===== config.mk =====
export PLATFORM = sky130hd
export DESIGN_NAME = isl_serial_line
export DESIGN_NICKNAME = d
export VERILOG_FILES = /design/src/verilog/isl_serial_line.v
export VERILOG_INCLUDE_DIRS = /design/src /design/src/verilog
export SDC_FILE = /design/constraint.sdc
export NUM_CORES = 2
export LEC_CHECK = 0
export ABC_CLOCK_PERIOD_IN_PS = 9950
export BUFFER_PORTS_ARGS = -buffer_cell sky130_fd_sc_hd__buf_2
export CORE_UTILIZATION = 40
export CTS_CLUSTER_DIAMETER = 100
export CTS_CLUSTER_SIZE = 10
export DETAILED_ROUTE_END_ITERATION = 6
export GPL_TIMING_DRIVEN = 1
export PLACE_DENSITY = 0.65
export SETUP_SLACK_MARGIN = 0.3
export SLEW_MARGIN = 20
export SYNTH_ARGS = -nofsm -noshare
export SYNTH_HDL_FRONTEND = slang
export SYNTH_SLANG_ARGS = --single-unit

===== constraint.sdc =====
create_clock -name clk_sys -period 9.95 [get_ports clk_sys]
set_clock_uncertainty 0.2 [all_clocks]
set_input_delay 1.99 -clock clk_sys [delete_from_list [all_inputs] [get_ports clk_sys]]
set_output_delay 1.99 -clock clk_sys [all_outputs]
set_load 0.02 [all_outputs]

===== src/verilog/isl_defs.vh =====
// Constants for the isolated serial line control block
`ifndef ISL_DEFS_VH
`define ISL_DEFS_VH
`define ISL_ADR_RBR 3'h0
`define ISL_ADR_IER 3'h1
`define ISL_ADR_LCR 3'h2
`define ISL_ADR_DLL 3'h3
`define ISL_ADR_DLM 3'h4
`define ISL_ADR_STAT 3'h5
`define ISL_ADR_IST 3'h6
`define ISL_ADR_IMSK 3'h7
`define ISL_MODE_232 2'h0
`define ISL_MODE_422 2'h1
`define ISL_MODE_485 2'h2
`define ISL_FIFO_DEPTH 128
`define ISL_FIFO_AW 7
`define ISL_REF_DIV 4
`define ISL_REF_DIV1 1
`define ISL_OVS 16
`define ISL_DIV_RST 16'h0030
`define ISL_LCR_RST 8'h03
`define ISL_IST_RX 0
`define ISL_IST_TXE 1
`define ISL_IST_OVR 2
`define ISL_IST_FERR 3
`endif


===== src/verilog/isl_serial_line.v =====
// Serial port with line mode, multidrop driver enable, echo and prescale control
//
// Our own choices: the register addresses and register access over Wishbone.
`timescale 1ns/10ps
`default_nettype none
`include "isl_defs.vh"

module isl_serial_line (
   input wire clk_sys,
   input wire rst_b,
   input wire wb_cyc_i,
   input wire wb_stb_i,
   input wire wb_we_i,
   input wire [4:0] wb_adr_i,
   input wire [3:0] wb_sel_i,
   input wire [31:0] wb_dat_i,
   output reg [31:0] wb_dat_o,
   output reg wb_ack_o,
   output wire irq,
   input wire [1:0] interface_select_switch,
   input wire auto_driver_enable_sel,
   input wire rts_driver_enable_sel,
   input wire prescale_quarter_sel,
   input wire prescale_unity_sel,
   input wire noEchoSel,
   input wire refClkTick,
   input wire rxLine,
   input wire ctsLine,
   output reg txData,
   output wire txOe_b,
   output wire rtsLine,
   output wire [1:0] lineMode
);
   reg [7:0] ier;
   reg [7:0] lcr;
   reg [15:0] divisor;
   reg [7:0] mcr;
   reg [3:0] istat;
   reg [3:0] imask;
   reg [7:0] txMem [0:127];
   reg [7:0] rxMem [0:127];
   reg [7:0] txWp, txRp, rxWp, rxRp;
   reg [1:0] preCnt;
   reg [15:0] divCnt;
   reg baudTick;
   reg [3:0] txOvs;
   reg [3:0] txBit;
   reg [9:0] txShift;
   reg txBusy;
   reg [3:0] rxOvs;
   reg [3:0] rxBit;
   reg [7:0] rxShift;
   reg rxBusy;
   reg rxSync;
   reg autoEn;
   wire wbReq = wb_cyc_i & wb_stb_i & ~wb_ack_o;
   wire wbWr = wbReq & wb_we_i & wb_sel_i[0];
   wire wbRd = wbReq & ~wb_we_i;
   wire [2:0] regIdx = wb_adr_i[4:2];
   wire txFull = (txWp - txRp) == 8'h80;
   wire txEmpty = txWp == txRp;
   wire rxFull = (rxWp - rxRp) == 8'h80;
   wire rxEmpty = rxWp == rxRp;
   wire is485 = interface_select_switch == `ISL_MODE_485;
   wire dlab = lcr[7];
   wire [3:0] dataBits = {2'h0, lcr[1:0]} + 4'h5;
   wire [3:0] stopBits = lcr[2] ? 4'h2 : 4'h1;
   wire [3:0] frameLen = 4'h1 + dataBits + {3'h0, lcr[3]} + stopBits;
   // Short formats leave the high data bits unused on both paths
   wire [3:0] padBits = 4'h8 - dataBits;
   wire [7:0] dataMask = 8'hff >> padBits;
   wire parityBit = ^(txMem[txRp[6:0]] & dataMask) ^ ~lcr[4];
   // Conflicting prescale switches fall back to the standard rates
   wire unityRate = prescale_unity_sel & ~prescale_quarter_sel;
   // Unity prescale passes every reference tick
   wire preTick = refClkTick & (unityRate | preCnt == 2'h3);
   reg driverOn;
   always @*
   begin
      // Switch outside 485 hands full-time drive; otherwise pick one source
      if (!is485)
         driverOn = 1'b1;
      else if (auto_driver_enable_sel & ~rts_driver_enable_sel)
         driverOn = autoEn;
      else if (rts_driver_enable_sel & ~auto_driver_enable_sel)
         driverOn = mcr[1];
      else
         driverOn = 1'b0;
   end
   assign txOe_b = ~driverOn;
   assign rtsLine = ~mcr[1];
   assign lineMode = interface_select_switch;
   // Own transmission would loop back through the tied pair; gate it in 485 no-echo
   wire rxGate = is485 & noEchoSel & driverOn;
   wire rxIn = rxGate ? 1'b1 : rxLine;
   // Word is stored at the stop-bit sample, past any parity bit
   wire [3:0] rxStopIdx = dataBits + 4'h1 + {3'h0, lcr[3]};
   wire rxDone = rxBusy & baudTick & rxOvs == 4'h7 & rxBit == rxStopIdx;
   wire txStart = !txBusy & !txEmpty & baudTick;
   wire txDone = txBusy & baudTick & txOvs == 4'hf & txBit == frameLen - 4'h1;
   // Event pulses in status bit order
   wire [3:0] istSet;
   assign istSet[`ISL_IST_RX] = rxDone;
   assign istSet[`ISL_IST_TXE] = txDone & txEmpty;
   assign istSet[`ISL_IST_OVR] = rxDone & rxFull;
   assign istSet[`ISL_IST_FERR] = rxDone & ~rxSync;
   always @(posedge clk_sys)
   begin
      if (!rst_b)
      begin
         preCnt <= 2'h0;
         divCnt <= 16'h0000;
         baudTick <= 1'b0;
      end
      else
      begin
         baudTick <= 1'b0;
         if (refClkTick)
            preCnt <= preCnt + 2'h1;
         if (preTick)
         begin
            // Rate is prescaled reference over divisor, divisor zero treated as one
            if (divCnt + 16'h1 >= divisor)
            begin
               divCnt <= 16'h0000;
               baudTick <= 1'b1;
            end
            else
               divCnt <= divCnt + 16'h1;
         end
      end
   end
   always @(posedge clk_sys)
   begin
      if (!rst_b)
      begin
         txBusy <= 1'b0;
         txOvs <= 4'h0;
         txBit <= 4'h0;
         txShift <= 10'h3ff;
         txData <= 1'b1;
         txRp <= 8'h00;
         autoEn <= 1'b0;
      end
      else
      begin
         if (txStart)
         begin
            txBusy <= 1'b1;
            autoEn <= 1'b1;
            txOvs <= 4'h0;
            txBit <= 4'h0;
            txShift <= {1'b1, parityBit, txMem[txRp[6:0]]};
            txData <= 1'b0;
            txRp <= txRp + 8'h01;
         end
         else if (txBusy & baudTick)
         begin
            txOvs <= txOvs + 4'h1;
            if (txOvs == 4'hf)
            begin
               txBit <= txBit + 4'h1;
               if (txDone)
               begin
                  txBusy <= 1'b0;
                  txData <= 1'b1;
                  if (txEmpty)
                     autoEn <= 1'b0;
               end
               else if (txBit < dataBits)
               begin
                  txData <= txShift[0];
                  txShift <= {1'b1, txShift[9:1]};
               end
               else if (txBit == dataBits && lcr[3])
                  txData <= lcr[5] ? ~lcr[4] : txShift[padBits];
               else
                  txData <= 1'b1;
            end
         end
         else if (!txBusy & txEmpty)
            autoEn <= 1'b0;
      end
   end
   always @(posedge clk_sys)
   begin
      if (!rst_b)
      begin
         rxBusy <= 1'b0;
         rxOvs <= 4'h0;
         rxBit <= 4'h0;
         rxShift <= 8'h00;
         rxSync <= 1'b1;
         rxWp <= 8'h00;
      end
      else
      begin
         rxSync <= rxIn;
         if (!rxBusy & baudTick & !rxSync)
         begin
            rxBusy <= 1'b1;
            rxOvs <= 4'h0;
            rxBit <= 4'h0;
         end
         else if (rxBusy & baudTick)
         begin
            rxOvs <= rxOvs + 4'h1;
            // Sample at the eighth tick, mid-bit
            if (rxOvs == 4'h7)
            begin
               rxBit <= rxBit + 4'h1;
               if (rxBit == 4'h0 && rxSync)
                  rxBusy <= 1'b0;
               else if (rxBit != 4'h0 && rxBit <= dataBits)
                  rxShift <= {rxSync, rxShift[7:1]};
               if (rxDone)
               begin
                  rxBusy <= 1'b0;
                  if (!rxFull)
                  begin
                     rxMem[rxWp[6:0]] <= rxShift >> padBits;
                     rxWp <= rxWp + 8'h01;
                  end
               end
            end
         end
      end
   end
   always @(posedge clk_sys)
   begin
      if (!rst_b)
      begin
         ier <= 8'h00;
         lcr <= `ISL_LCR_RST;
         divisor <= `ISL_DIV_RST;
         mcr <= 8'h00;
         imask <= 4'h0;
         istat <= 4'h0;
         txWp <= 8'h00;
         rxRp <= 8'h00;
         wb_ack_o <= 1'b0;
         wb_dat_o <= 32'h00000000;
      end
      else
      begin
         // Registered ack: one wait state, and a held request is not taken twice
         wb_ack_o <= wbReq;
         if (wbWr)
         begin
            case (regIdx)
               `ISL_ADR_RBR:
                  if (dlab)
                     divisor[7:0] <= wb_dat_i[7:0];
                  else if (!txFull)
                  begin
                     txMem[txWp[6:0]] <= wb_dat_i[7:0];
                     txWp <= txWp + 8'h01;
                  end
               `ISL_ADR_IER: ier <= wb_dat_i[7:0];
               `ISL_ADR_LCR: lcr <= wb_dat_i[7:0];
               `ISL_ADR_DLL: divisor[7:0] <= wb_dat_i[7:0];
               `ISL_ADR_DLM: divisor[15:8] <= wb_dat_i[7:0];
               `ISL_ADR_STAT: mcr <= wb_dat_i[7:0];
               `ISL_ADR_IMSK: imask <= wb_dat_i[3:0];
               default: ;
            endcase
         end
         if (wbRd && regIdx == `ISL_ADR_RBR && !dlab && !rxEmpty)
            rxRp <= rxRp + 8'h01;
         // Set wins over write-one-to-clear
         istat <= (istat & ~((wbWr && regIdx == `ISL_ADR_IST) ? wb_dat_i[3:0] : 4'h0))
            | istSet;
         if (wbRd)
         begin
            case (regIdx)
               `ISL_ADR_RBR: wb_dat_o <= {24'h0, dlab ? divisor[7:0] : rxMem[rxRp[6:0]]};
               `ISL_ADR_IER: wb_dat_o <= {24'h0, ier};
               `ISL_ADR_LCR: wb_dat_o <= {24'h0, lcr};
               `ISL_ADR_DLL: wb_dat_o <= {24'h0, divisor[7:0]};
               `ISL_ADR_DLM: wb_dat_o <= {24'h0, divisor[15:8]};
               `ISL_ADR_STAT: wb_dat_o <= {16'h0, rxWp - rxRp, ~ctsLine, driverOn,
                  txBusy, rxBusy, txFull, txEmpty, rxFull, ~rxEmpty};
               `ISL_ADR_IST: wb_dat_o <= {28'h0, istat};
               `ISL_ADR_IMSK: wb_dat_o <= {28'h0, imask};
               default: wb_dat_o <= 32'h00000000;
            endcase
         end
      end
   end
   assign irq = |(istat & imask);
endmodule // isl_serial_line
`default_nettype wire


==> flow_summary.yaml <==
clocking:
  cts_tree: "done"
  cts_hold_buffers: 0
  cts-root-buf: "clkbuf_16"
  insertion_delay_ps: 860
  cts_resized: 0
  htree_levels: 4
  cts.sinks: 2209
  numCtsBuffers: 239
  cts.path.max_buffers: 3
  cts.clk_slew.worst_paths_ps: 60
  postCtsSetupRepairBufs: 0
finish:
  syn2layout_area_growth_pct: 11.4
  multiInputGateArea_um2: 22000
  regArea_um2: 64800
  insertedDiodeCount: 0
  layout_commonest_cell: "edfxtp_1"
  drive_above_1_share: 0.226
  layout.nets: 4631
  final.fill_count: 18175
  fin_util: 0.450
  layout_common_cells: "2,048 x edfxtp_1, 615 x mux4_2, 408 x nor2_1, 241 x clkbuf_16, 151 x dfxtp_1"
power_and_ir_drop:
  p_per_area_nw_per_um2: 184
  power.leakage_nw: 29.6
  ir_drop_uv: 193
setup_path:
  r2r_start: "txWp[1]"
  endpoint_kind: "register"
  path_max_fanout: 25
  startpoint: "wb_adr_i[4]"
  arrival_ps: 6450
  setup.worst_path.start_class: "input pin"
  required_ps: 10240
  worst-setup-path-type: "input pin to register"
sta:
  grt_setup_unrepaired: "no"
  slew_viol_final: 0
  tns_ps: 0
  min_period_ps: 6160
  relSlewSlack: 0.203
  finalSetupViolations: 0
  clock.fmax_mhz: 162
  hold_violations: 0
  tightest_slew_ps: 1190
  post-route-period-util: 0.619
die:
  fp.dieH_um: 471
  num_io_pins: 95
  die_w_um: 471
  rows: 171
  core_area_um2: 218000
  die-area_um2: 222000
  start_util: 0.404
placed_design:
  portBuffers: 49
  routabilityCongestion: 0.840
  dpl.hpwl_um: 118000
yosys:
  synth_cell_type_count: 71
  syn-mean-instance-area_um2: 20.0
  synth_seq_area_share: 0.736
  syn_area_um2: 87900
  syn_inst: 4396
  async_reset_ff_frac: 0
  synth-seq-cells: 2209
  synth_edf_count: 2048
  synth_warnings: 0
  synth_ff_type: "edfxtp_1"
status:
  violations: "DRC"
  status: "finished with violations"
routing:
  post_drt_via_cell_ratio: 5.71
  wl_per_cell_um: 27.0
  remaining_drc_errors: 1
  vias: 42606
  antenna_left: 0
  finalWirelength_um: 201000
  drtIter0Drc: 4497
  firstDrtPassIters: 7
global_route:
  track_usage: 0.180
  antenna_found_initial: 0
  grt_pass1_vias: 42736
  grt.overflow.total: 0
  grt_max_degree: 137
  grt_pass1_wl_um: 296000
hold_path:
  min_path_type: "register to register"
  min_from: "rxOvs[1]"
job:
  drv_cap: 0
[layout make-up]
cell class	instances	share of cell area
well taps	2854	0.0365
multi-input cells	1891	0.224
repair buffers	111	0.00866
clock buffers	318	0.0645
clock inverters	13	0.00272
flip-flops and latches	2209	0.661
inverters	63	0.00244
[cells in the mapped netlist (6+ instances only)]
| cell | number | area, um2 |
|---|---|---|
| a211oi_1 | 12 | 90.1 |
| a21o_1 | 8 | 60.1 |
| a21oi_1 | 55 | 275 |
| a221oi_1 | 7 | 61.3 |
| a22o_1 | 9 | 78.8 |
| a22oi_1 | 28 | 210 |
| a31oi_1 | 6 | 37.5 |
| and3_1 | 15 | 93.8 |
| buf_1 | 52 | 195 |
| buf_2 | 47 | 235 |
| buf_4 | 24 | 180 |
| clkbuf_1 | 116 | 435 |
| dfxtp_1 | 161 | 3220 |
| edfxtp_1 | 2048 | 61500 |
| ha_1 | 57 | 713 |
| inv_1 | 61 | 229 |
| mux2_2 | 13 | 146 |
| mux2i_1 | 111 | 1110 |
| mux4_1 | 16 | 420 |
| mux4_2 | 620 | 14000 |
| nand2_1 | 138 | 518 |
| nand2b_1 | 11 | 68.8 |
| nand3_1 | 60 | 300 |
| nand4_1 | 21 | 131 |
| nor2_1 | 408 | 1530 |
| nor2b_1 | 35 | 219 |
| nor3_1 | 22 | 110 |
| nor4_1 | 13 | 81.3 |
| o211ai_1 | 8 | 60.1 |
| o21ai_0 | 46 | 230 |
| o22ai_1 | 13 | 81.3 |
| or2_2 | 12 | 75.1 |
| or3_1 | 13 | 81.3 |
| xnor2_1 | 39 | 342 |
| xor2_1 | 25 | 219 |
[metrics by stage]
stage                     instance area [um2]  std cells  power (mW)  setup WS (ps)  hold WS [ps]
final                                   98000       7459        18.0           3790           283
after global routing                    98000       7459        18.5           3510           312
after CTS                               97900       7457        18.1           3960           284
after detailed placement                91300       7126        10.4           3040           276
after global placement                  91300       7125        10.4           3120           269
after floorplan                         88000       4411        10.3           1840           246
[per-layer routing]
layer	part of all wire	wire [um]	track usage	up-vias
met4	0.024	4760	0.0461	0
met1	0.43	86300	0.260	22641
met3	0.072	14400	0.0345	283
met5	0	0	0	-
li1	-	-	-	18079
met2	0.48	96000	0.281	1603
[where the power goes]
group / leakage, nW / switching [mW] / internal (mW)
registers: 20.0 / 0.00359 / 10.1
clock network: 3.17 / 3.41 / 4.36
logic: 6.48 / 0.123 / 0.0233
[worst paths after layout]
kind | end | slack [ps] | depth (start not counted)
max | txMem[20][6] | 3790 | 8
max reg2reg | txMem[20][6] | 4230 | 12
min reg2reg | rxOvs[1] | 280 | 2
min | rxOvs[1] | 280 | 2
[critical path, stage by stage]
cell and delay [ps]:
buf_2 280, nor3_1 590, nand2b_1 280, nor3_2 880
nand2_1 510, nor3_1 370, nand2_2 600, nor2_1 910
[flip-flops by register name, indices dropped and copies added, names as in the netlist, 2 cells and up, named ones only]
| register | cells |
|---|---|
| divCnt | 16 |
| divisor | 16 |
| ier | 8 |
| imask | 4 |
| istat | 4 |
| lcr | 8 |
| preCnt | 2 |
| rxBit | 4 |
| rxMem | 1024 |
| rxOvs | 4 |
| rxRp | 8 |
| rxShift | 8 |
| rxWp | 8 |
| txBit | 4 |
| txMem | 1024 |
| txOvs | 4 |
| txRp | 8 |
| txShift | 9 |
| txWp | 8 |
| wb_dat_o | 16 |
[logic make-up after synthesis]
group,synth area share
AND/OR/NAND/NOR,0.0379
other,0.0000426
AO/OA/AOI/OAI,0.0168
multiplexers,0.178
buffers and inverters,0.0161
adder cells (fa/ha/maj),0.00879
flip-flops,0.736
XOR/XNOR,0.00663
Power figures use the tool's default switching activity.
